--- src/logic/pg_tree_defines.vh ---
`ifndef PG_TREE_DEFINES_VH
`define PG_TREE_DEFINES_VH

// Register offsets on the internal register port of the serial interface.
`define OFS_RAIL_FAULT_MASK_SECOND 8'hA3
`define OFS_OUTPUT_ONE_RAIL_PG_SELECT 8'hA4
`define OFS_OUTPUT_ONE_MISC_PG_SELECT 8'hA5
`define OFS_OUTPUT_FOUR_RAIL_PG_SELECT 8'hA6
`define OFS_OUTPUT_FOUR_MISC_PG_SELECT 8'hA7

// Reset values.
`define RST_RAIL_FAULT_MASK_SECOND 8'h3F
`define RST_OUTPUT_ONE_RAIL_PG_SELECT 8'hC2
`define RST_OUTPUT_ONE_MISC_PG_SELECT 8'hAF
`define RST_OUTPUT_FOUR_RAIL_PG_SELECT 8'h00
`define RST_OUTPUT_FOUR_MISC_PG_SELECT 8'h00

// Layout of the second fault mask register.
`define FAULT_BLOCK_MSB 4
`define FAULT_BLOCK_WIDTH 5
`define FAULT_RSVD_MSB 7
`define FAULT_RSVD_LSB 5
`define FAULT_RSVD_WIDTH 3
`define FAULT_FIRST_AUX_LDO_BIT 4
`define FAULT_TERMINATION_LDO_BIT 3
`define FAULT_SECOND_B_SWITCH_BIT 2
`define FAULT_FIRST_B_SWITCH_BIT 1
`define FAULT_THIRD_AUX_LDO_BIT 0

// Layout of the first power-good select register of each output.
`define RAIL_SEL_SECOND_AUX_LDO_BIT 7
`define RAIL_SEL_LOAD_SWITCH_A_BIT 6
`define RAIL_SEL_STEP_DOWN_SIX_BIT 5
`define RAIL_SEL_STEP_DOWN_FIVE_BIT 4
`define RAIL_SEL_STEP_DOWN_FOUR_BIT 3
`define RAIL_SEL_STEP_DOWN_THREE_BIT 2
`define RAIL_SEL_STEP_DOWN_TWO_BIT 1
`define RAIL_SEL_STEP_DOWN_ONE_BIT 0

// Layout of the second power-good select register of each output.
`define MISC_SEL_CONTROL_FIVE_BIT 7
`define MISC_SEL_CONTROL_FOUR_BIT 6
`define MISC_SEL_CONTROL_TWO_BIT 5
`define MISC_SEL_CONTROL_ONE_BIT 4
`define MISC_SEL_TERMINATION_LDO_BIT 3
`define MISC_SEL_SECOND_B_SWITCH_BIT 2
`define MISC_SEL_FIRST_B_SWITCH_BIT 1
`define MISC_SEL_THIRD_AUX_LDO_BIT 0

// Widths, bit bounds and the idle read value.
`define REG_WIDTH 8
`define ADDR_WIDTH 8
`define TREE_WIDTH 16
`define PIN_COUNT 21
`define FAULT_BLOCK_LSB 0
`define MISC_PIN_MSB 15
`define FAULT_PIN_LSB 16
`define READ_IDLE 8'h00

`endif

--- src/logic/pg_tree_member.v ---
`timescale 1ns/10ps
`default_nettype none

// A member counts as good when it reports good or when its mask bit excludes it.
module pg_tree_member #(
  parameter WIDTH = 16
) (
  input wire [WIDTH-1:0] member_good_i, // Good state of each member, high is good.
  input wire [WIDTH-1:0] member_mask_i, // Mask bit of each member, high excludes it.
  output wire tree_good_o // High while every included member is good.
);

  assign tree_good_o = &(member_good_i | member_mask_i);

endmodule

`default_nettype wire

--- src/logic/power_good_tree_fault_mask.v ---
`include "pg_tree_defines.vh"
`timescale 1ns/10ps
`default_nettype none

module power_good_tree_fault_mask (
  input wire sys_clk_i, // System clock, 200 MHz.
  input wire reset_n_i, // Synchronous reset, active low.
  input wire [`ADDR_WIDTH-1:0] reg_addr_i, // Register offset from the serial interface.
  input wire reg_wr_i, // Write strobe, one cycle per write.
  input wire reg_rd_i, // Read strobe, one cycle per read.
  input wire [`REG_WIDTH-1:0] reg_wdata_i, // Write data.
  output wire [`REG_WIDTH-1:0] reg_rdata_o, // Read data, held until the next read.
  output wire reg_hit_o, // High while the offset names a register of this block.
  input wire second_aux_ldo_pg_i, // Power good of the second auxiliary LDO.
  input wire load_switch_a_pg_i, // Power good of the A load switch.
  input wire step_down_rail_six_pg_i, // Power good of step-down rail six.
  input wire step_down_rail_five_pg_i, // Power good of step-down rail five.
  input wire step_down_rail_four_pg_i, // Power good of step-down rail four.
  input wire step_down_rail_three_pg_i, // Power good of step-down rail three.
  input wire step_down_rail_two_pg_i, // Power good of step-down rail two.
  input wire step_down_rail_one_pg_i, // Power good of step-down rail one.
  input wire control_input_five_i, // State of control input pin five.
  input wire control_input_four_i, // State of control input pin four.
  input wire control_input_two_i, // State of control input pin two.
  input wire control_input_one_i, // State of control input pin one.
  input wire termination_ldo_pg_i, // Power good of the termination LDO.
  input wire second_b_load_switch_pg_i, // Power good of the second B load switch.
  input wire first_b_load_switch_pg_i, // Power good of the first B load switch.
  input wire third_aux_ldo_pg_i, // Power good of the third auxiliary LDO.
  input wire first_aux_ldo_fault_i, // Power fault of the first auxiliary LDO.
  input wire termination_ldo_fault_i, // Power fault of the termination LDO.
  input wire second_b_load_switch_fault_i, // Power fault of the second B load switch.
  input wire first_b_load_switch_fault_i, // Power fault of the first B load switch.
  input wire third_aux_ldo_fault_i, // Power fault of the third auxiliary LDO.
  output wire general_output_one_power_good_o, // Power-good tree result of output one.
  output wire general_output_four_power_good_o, // Power-good tree result of output four.
  output wire fault_shutdown_o, // Shutdown request from an unmasked rail fault.
  output wire [`FAULT_BLOCK_WIDTH-1:0] fault_source_o // Unmasked faults, fault mask bit layout.
);

  reg [`PIN_COUNT-1:0] pin_meta;
  reg [`PIN_COUNT-1:0] pin_sync;
  wire [`PIN_COUNT-1:0] pin_raw;
  wire [`REG_WIDTH-1:0] rail_pg_sync;
  wire [`REG_WIDTH-1:0] misc_pg_sync;
  wire [`FAULT_BLOCK_WIDTH-1:0] fault_sync;

  reg [`FAULT_BLOCK_WIDTH-1:0] fault_block;
  reg [`REG_WIDTH-1:0] output_one_rail_pg_select;
  reg [`REG_WIDTH-1:0] output_one_misc_pg_select;
  reg [`REG_WIDTH-1:0] output_four_rail_pg_select;
  reg [`REG_WIDTH-1:0] output_four_misc_pg_select;
  wire [`REG_WIDTH-1:0] rail_fault_mask_second;

  reg [`REG_WIDTH-1:0] read_data;
  reg [`REG_WIDTH-1:0] next_read_data;
  reg next_hit;

  wire [`REG_WIDTH-1:0] rail_pg_raw;
  wire [`REG_WIDTH-1:0] misc_pg_raw;
  wire [`FAULT_BLOCK_WIDTH-1:0] fault_raw;

  wire tree_one_good;
  wire tree_four_good;
  reg output_one_good;
  reg output_four_good;
  reg shutdown_request;
  reg [`FAULT_BLOCK_WIDTH-1:0] fault_source;
  wire [`FAULT_BLOCK_WIDTH-1:0] next_fault_source;

  wire write_fault_mask;
  wire write_one_rail;
  wire write_one_misc;
  wire write_four_rail;
  wire write_four_misc;

  wire [`TREE_WIDTH-1:0] tree_members;
  wire [`TREE_WIDTH-1:0] tree_one_mask;
  wire [`TREE_WIDTH-1:0] tree_four_mask;

  // The reset value sits in a localparam so that its fields can be selected.
  localparam [`REG_WIDTH-1:0] FAULT_MASK_RESET = `RST_RAIL_FAULT_MASK_SECOND;
  localparam [`FAULT_RSVD_WIDTH-1:0] FAULT_RSVD_VALUE = FAULT_MASK_RESET[`FAULT_RSVD_MSB:`FAULT_RSVD_LSB];
  localparam [`FAULT_BLOCK_WIDTH-1:0] FAULT_BLOCK_RESET = FAULT_MASK_RESET[`FAULT_BLOCK_MSB:`FAULT_BLOCK_LSB];

  // Rail power-good inputs gathered in the layout of the first select register.
  assign rail_pg_raw[`RAIL_SEL_SECOND_AUX_LDO_BIT] = second_aux_ldo_pg_i;
  assign rail_pg_raw[`RAIL_SEL_LOAD_SWITCH_A_BIT] = load_switch_a_pg_i;
  assign rail_pg_raw[`RAIL_SEL_STEP_DOWN_SIX_BIT] = step_down_rail_six_pg_i;
  assign rail_pg_raw[`RAIL_SEL_STEP_DOWN_FIVE_BIT] = step_down_rail_five_pg_i;
  assign rail_pg_raw[`RAIL_SEL_STEP_DOWN_FOUR_BIT] = step_down_rail_four_pg_i;
  assign rail_pg_raw[`RAIL_SEL_STEP_DOWN_THREE_BIT] = step_down_rail_three_pg_i;
  assign rail_pg_raw[`RAIL_SEL_STEP_DOWN_TWO_BIT] = step_down_rail_two_pg_i;
  assign rail_pg_raw[`RAIL_SEL_STEP_DOWN_ONE_BIT] = step_down_rail_one_pg_i;

  // Control pins and remaining rails in the layout of the second select register.
  assign misc_pg_raw[`MISC_SEL_CONTROL_FIVE_BIT] = control_input_five_i;
  assign misc_pg_raw[`MISC_SEL_CONTROL_FOUR_BIT] = control_input_four_i;
  assign misc_pg_raw[`MISC_SEL_CONTROL_TWO_BIT] = control_input_two_i;
  assign misc_pg_raw[`MISC_SEL_CONTROL_ONE_BIT] = control_input_one_i;
  assign misc_pg_raw[`MISC_SEL_TERMINATION_LDO_BIT] = termination_ldo_pg_i;
  assign misc_pg_raw[`MISC_SEL_SECOND_B_SWITCH_BIT] = second_b_load_switch_pg_i;
  assign misc_pg_raw[`MISC_SEL_FIRST_B_SWITCH_BIT] = first_b_load_switch_pg_i;
  assign misc_pg_raw[`MISC_SEL_THIRD_AUX_LDO_BIT] = third_aux_ldo_pg_i;

  // Fault inputs in the layout of the second fault mask register.
  assign fault_raw[`FAULT_FIRST_AUX_LDO_BIT] = first_aux_ldo_fault_i;
  assign fault_raw[`FAULT_TERMINATION_LDO_BIT] = termination_ldo_fault_i;
  assign fault_raw[`FAULT_SECOND_B_SWITCH_BIT] = second_b_load_switch_fault_i;
  assign fault_raw[`FAULT_FIRST_B_SWITCH_BIT] = first_b_load_switch_fault_i;
  assign fault_raw[`FAULT_THIRD_AUX_LDO_BIT] = third_aux_ldo_fault_i;

  assign pin_raw = {fault_raw, misc_pg_raw, rail_pg_raw};

  // All pin inputs come from the analog side and are synchronised before use.
  // The first stage may go metastable, so only the second stage feeds any logic.
  always @(posedge sys_clk_i) begin
    if (!reset_n_i) begin
      pin_meta <= {`PIN_COUNT{1'b0}};
      pin_sync <= {`PIN_COUNT{1'b0}};
    end else begin
      pin_meta <= pin_raw;
      pin_sync <= pin_meta;
    end
  end

  assign rail_pg_sync = pin_sync[`REG_WIDTH-1:0];
  assign misc_pg_sync = pin_sync[`MISC_PIN_MSB:`REG_WIDTH];
  assign fault_sync = pin_sync[`PIN_COUNT-1:`FAULT_PIN_LSB];

  // Reserved bits are constants and never take write data.
  assign rail_fault_mask_second = {FAULT_RSVD_VALUE, fault_block};

  // Write enables; offsets outside the map enable nothing and are ignored.
  assign write_fault_mask = reg_wr_i && (reg_addr_i == `OFS_RAIL_FAULT_MASK_SECOND);
  assign write_one_rail = reg_wr_i && (reg_addr_i == `OFS_OUTPUT_ONE_RAIL_PG_SELECT);
  assign write_one_misc = reg_wr_i && (reg_addr_i == `OFS_OUTPUT_ONE_MISC_PG_SELECT);
  assign write_four_rail = reg_wr_i && (reg_addr_i == `OFS_OUTPUT_FOUR_RAIL_PG_SELECT);
  assign write_four_misc = reg_wr_i && (reg_addr_i == `OFS_OUTPUT_FOUR_MISC_PG_SELECT);

  always @(posedge sys_clk_i) begin
    if (!reset_n_i) begin
      fault_block <= FAULT_BLOCK_RESET;
    end else if (write_fault_mask) begin
      fault_block <= reg_wdata_i[`FAULT_BLOCK_MSB:`FAULT_BLOCK_LSB];
    end
  end

  always @(posedge sys_clk_i) begin
    if (!reset_n_i) begin
      output_one_rail_pg_select <= `RST_OUTPUT_ONE_RAIL_PG_SELECT;
    end else if (write_one_rail) begin
      output_one_rail_pg_select <= reg_wdata_i;
    end
  end

  always @(posedge sys_clk_i) begin
    if (!reset_n_i) begin
      output_one_misc_pg_select <= `RST_OUTPUT_ONE_MISC_PG_SELECT;
    end else if (write_one_misc) begin
      output_one_misc_pg_select <= reg_wdata_i;
    end
  end

  always @(posedge sys_clk_i) begin
    if (!reset_n_i) begin
      output_four_rail_pg_select <= `RST_OUTPUT_FOUR_RAIL_PG_SELECT;
    end else if (write_four_rail) begin
      output_four_rail_pg_select <= reg_wdata_i;
    end
  end

  always @(posedge sys_clk_i) begin
    if (!reset_n_i) begin
      output_four_misc_pg_select <= `RST_OUTPUT_FOUR_MISC_PG_SELECT;
    end else if (write_four_misc) begin
      output_four_misc_pg_select <= reg_wdata_i;
    end
  end

  // Read decode; an unmapped offset reads as zero and drops the hit flag.
  always @* begin
    next_read_data = `READ_IDLE;
    next_hit = 1'b1;
    case (reg_addr_i)
      `OFS_RAIL_FAULT_MASK_SECOND: begin
        next_read_data = rail_fault_mask_second;
      end
      `OFS_OUTPUT_ONE_RAIL_PG_SELECT: begin
        next_read_data = output_one_rail_pg_select;
      end
      `OFS_OUTPUT_ONE_MISC_PG_SELECT: begin
        next_read_data = output_one_misc_pg_select;
      end
      `OFS_OUTPUT_FOUR_RAIL_PG_SELECT: begin
        next_read_data = output_four_rail_pg_select;
      end
      `OFS_OUTPUT_FOUR_MISC_PG_SELECT: begin
        next_read_data = output_four_misc_pg_select;
      end
      default: begin
        next_hit = 1'b0;
      end
    endcase
  end

  // Read data is captured on the read strobe and held until the next read.
  // A read in the same cycle as a write to that register returns the old value.
  always @(posedge sys_clk_i) begin
    if (!reset_n_i) begin
      read_data <= `READ_IDLE;
    end else if (reg_rd_i) begin
      read_data <= next_read_data;
    end
  end

  assign reg_rdata_o = read_data;
  assign reg_hit_o = next_hit;

  assign tree_members = {misc_pg_sync, rail_pg_sync};
  assign tree_one_mask = {output_one_misc_pg_select, output_one_rail_pg_select};
  assign tree_four_mask = {output_four_misc_pg_select, output_four_rail_pg_select};

  // Power-good tree of general output one.
  pg_tree_member #(
    .WIDTH(`TREE_WIDTH)
  ) u_tree_one (
    .member_good_i(tree_members),
    .member_mask_i(tree_one_mask),
    .tree_good_o(tree_one_good)
  );

  // Power-good tree of general output four.
  pg_tree_member #(
    .WIDTH(`TREE_WIDTH)
  ) u_tree_four (
    .member_good_i(tree_members),
    .member_mask_i(tree_four_mask),
    .tree_good_o(tree_four_good)
  );

  // A fault counts only while its mask bit is clear.
  assign next_fault_source = fault_sync & ~fault_block;

  // Outputs are registered so the sequencing logic never sees a decode glitch.
  always @(posedge sys_clk_i) begin
    if (!reset_n_i) begin
      output_one_good <= 1'b0;
    end else begin
      output_one_good <= tree_one_good;
    end
  end

  always @(posedge sys_clk_i) begin
    if (!reset_n_i) begin
      output_four_good <= 1'b0;
    end else begin
      output_four_good <= tree_four_good;
    end
  end

  always @(posedge sys_clk_i) begin
    if (!reset_n_i) begin
      fault_source <= {`FAULT_BLOCK_WIDTH{1'b0}};
    end else begin
      fault_source <= next_fault_source;
    end
  end

  always @(posedge sys_clk_i) begin
    if (!reset_n_i) begin
      shutdown_request <= 1'b0;
    end else begin
      shutdown_request <= |next_fault_source;
    end
  end

  assign general_output_one_power_good_o = output_one_good;
  assign general_output_four_power_good_o = output_four_good;
  assign fault_shutdown_o = shutdown_request;
  assign fault_source_o = fault_source;

endmodule

`default_nettype wire

--- config.mk ---
export PLATFORM = sky130hd
export DESIGN_NAME = power_good_tree_fault_mask
export DESIGN_NICKNAME = d
export VERILOG_FILES = /design/src/logic/pg_tree_member.v /design/src/logic/power_good_tree_fault_mask.v
export VERILOG_INCLUDE_DIRS = /design/src /design/src/logic
export SDC_FILE = /design/constraint.sdc
export NUM_CORES = 1
export LEC_CHECK = 0
export BUFFER_PORTS_ARGS = -buffer_cell sky130_fd_sc_hd__buf_2
export CAP_MARGIN = 10
export CORE_AREA = 5 5 85 87
export CTS_CLUSTER_SIZE = 25
export DETAILED_ROUTE_END_ITERATION = 8
export DIE_AREA = 0 0 90 92
export PLACE_DENSITY = 0.77
export SLEW_MARGIN = 20
export SYNTH_ARGS = -nofsm -noshare
export SYNTH_HDL_FRONTEND = slang
export SYNTH_SLANG_ARGS = --single-unit
--- constraint.sdc ---
create_clock -name sys_clk_i -period 1.7 [get_ports sys_clk_i]
set_clock_uncertainty 0.1 [all_clocks]
set_input_delay 0.255 -clock sys_clk_i [delete_from_list [all_inputs] [get_ports sys_clk_i]]
set_output_delay 0.255 -clock sys_clk_i [all_outputs]
set_load 0.005 [all_outputs]
==> out/metrics.yaml <==
diodes: 0
layout-drive-gt1-share: 0.202
pin_count: 58
tightest_slew_ps: 436
synth_common_cells: "95 x dfxtp_1, 45 x and2_1, 31 x o21ai_0"
routabilityCongestion: 0.949
p_leak_uw: 0.00177
critPathMaxFanout: 5
vias: 2754
arrival_ps: 1160
relSlewSlack: 0.709
clk_path_buf_depth: 2
min_period_ps: 1510
ys_seq_area_frac: 0.560
setup_viol: 0
yosysTopAreaCellShare: 0.560
drt-vias-per-instance: 5.49
synth_cell_types: 34
core_area_mm2: 0.00628
synth_edf_count: 0
outcome: "complete, no violations"
post_cts_resize_count: 0
avgSynthCellArea_um2: 9.94
rsz0062_at_grt: "no"
fin_cells: 502
min_period_over_period: 0.889
crit_slowest_cell: "nor3b_2"
portBuffers: 57
cts_root_buf: "clkbuf_8"
critPathLaunchType: "input pin"
power_density_mw_per_mm2: 980
final_area_mm2: 0.00421
ir_drop_mv: 0.677
die_area_mm2: 0.00828
syn_area_mm2: 0.00340
cts_sinks: 95
grt_pass1_vias: 2503
drt_wl_total_um: 7960
whs_path_depth: 2
ys_seq_elements: 95
synth.net_count: 383
num_rows: 29
worstPathCellList: "buf_2, nor3b_2, buf_4, o211a_1, buf_2"
clock.fmax_mhz: 661
numCtsBuffers: 9
drtPass1Iterations: 4
worst-path-buf-inv: 3
drc: 0
cp_data_required_time_ps: 1340
die_w_um: 90
grt_max_degree: 88
synth_cells: 342
yosys-top-cells-area: "dfxtp_1 56%, and2_1 8.3%, mux2i_1 5.9%"
wl_per_cell_um: 15.9
drt_iter0_drc: 258
cap_violations: 0
grt_usage: 0.193
h-tree-depth: 3
hold_path_class: "input pin to flop"
die_h_um: 92
async_flop_share: 0
slew_viol_final: 0
clkTransAtPathRegs_ps: 90
grt_pass1_wl_um: 12700
antenna_found_initial: 0
path_class: "input pin to output pin"
crit_cells: 5
yosys_warnings: 0
overflow: 0
r2r_cells: 3
dp.final_hpwl_um: 5710
area_delta_synth_final_pct: 24.0
dp.cells: 468
synth_top_cell_by_area: "dfxtp_1"
critPathMaxStageDelay_ps: 290
ys.flop_type: "dfxtp_1"
cpLargestDelayFamily: "buffers and inverters"
placed_cell_area_mm2: 0.00380
crit_top_cell: "buf_2"
cts_tree: "yes"
start_util: 0.541
tns_ps: 0
clock_latency_ps: 350
postRouteAntennaNets: 0
hold_violations: 0
yosysMostFrequentCell: "dfxtp_1"
r2r_setup_slack_ps: 460
nets: 462
end_kind: "output pin"
==> flip-flops by register name (all words and copies together), names as in the netlist <==
name and cells:
general_output_four_power_good_o 1, fault_block 5, output_four_misc_pg_select 8, pin_meta 21, output_one_rail_pg_select 8, fault_source_o 5, output_four_rail_pg_select 8, output_one_misc_pg_select 8
reg_rdata_o 8, fault_shutdown_o 1, general_output_one_power_good_o 1, pin_sync 21
==> power breakdown <==
part / switching, µW / leakage [µW] / internal, µW
clock network: 727 / 0.000109 / 863
registers: 18.2 / 0.000775 / 2270
logic: 119 / 0.000891 / 132
==> area by class of cell <==
| class | count | area [µm²] |
|---|---|---|
| Sequential cell | 95 | 1900 |
| Inverter | 6 | 22.5 |
| Clock buffer | 10 | 138 |
| Multi-Input combinational cell | 222 | 1390 |
| Clock inverter | 5 | 81.3 |
| Tap cell | 77 | 96.3 |
| Fill cell | 464 | 2060 |
| Timing Repair Buffer | 87 | 583 |
==> timing repair <==
action	in CTS	in global routing
hold buffers	19	0
hold endpoints to repair	19	0
setup buffers	0	0
==> cells in the final DEF, fill, tap and decap left out, types with 2 or more instances in the layout <==
cell	Yosys	routed
and2_1	45	45
bufinv_16	0	2
buf_2	6	57
and2b_1	2	2
mux4_2	2	2
nand4_1	2	2
a21oi_1	5	5
nand3_1	26	26
a22oi_1	4	4
inv_1	6	6
dlygate4sd3_1	0	19
buf_12	0	2
a22o_1	6	6
nor3b_1	5	5
nor4_1	3	3
nand2_1	27	27
o21ai_0	31	31
clkbuf_8	0	10
and4b_1	2	2
dfxtp_1	95	95
nor2b_1	4	4
nor2_1	11	11
mux2i_1	20	20
buf_4	1	9
o22ai_1	16	16
==> worst reg2reg max path: cells and delay by family (launching register included) <==
kind               cells  cell delay, ps
AOI/OAI and AO/OA      2             360
and+or+nand+nor        1             320
DFF                    1             390
==> layer usage <==
layer | vias to the layer above | share of wire | track usage
met5 | - | 0 | 0
met4 | 0 | 0.0089 | 0.0682
met3 | 8 | 0.085 | 0.0606
met2 | 125 | 0.47 | 0.313
met1 | 1270 | 0.43 | 0.244
li1 | 1351 | - | -
==> final timing paths <==
| check | from | end |
|---|---|---|
| max reg2reg | output_one_rail_pg_select[5]$_SDFFE_PN0P_ | general_output_one_power_good_o$_SDFF_PN0_ |
| max | reg_addr_i[4] | reg_hit_o |
| min reg2reg | pin_meta[7]$_SDFF_PN0_ | pin_sync[7]$_SDFF_PN0_ |
| min | first_b_load_switch_fault_i | pin_meta[17]$_SDFF_PN0_ |
==> through the flow <==
step                worst slack (ps)  total power, µW  hold WS (ps)   util
detailed placement               108             2550           317  0.606
CTS                              192             4170          10.7  0.671
global placement                 150             2550           314  0.606
finish                           188             4130          31.9  0.671
global route                     122             4290          21.6  0.671
floorplan                        261             2460           277      -
==> logic make-up (layout without fill, tap and decap cells) <==
kind of cell           after synthesis  in the layout  synth area share
muxes                               22             22            0.0722
and+or+nand+nor                    132            132             0.214
DFF                                 95             95             0.560
buffers and inverters               25            108            0.0309
AOI/OAI and AO/OA                   68             68             0.123
No activity file was read; power rests on OpenSTA's default activity.
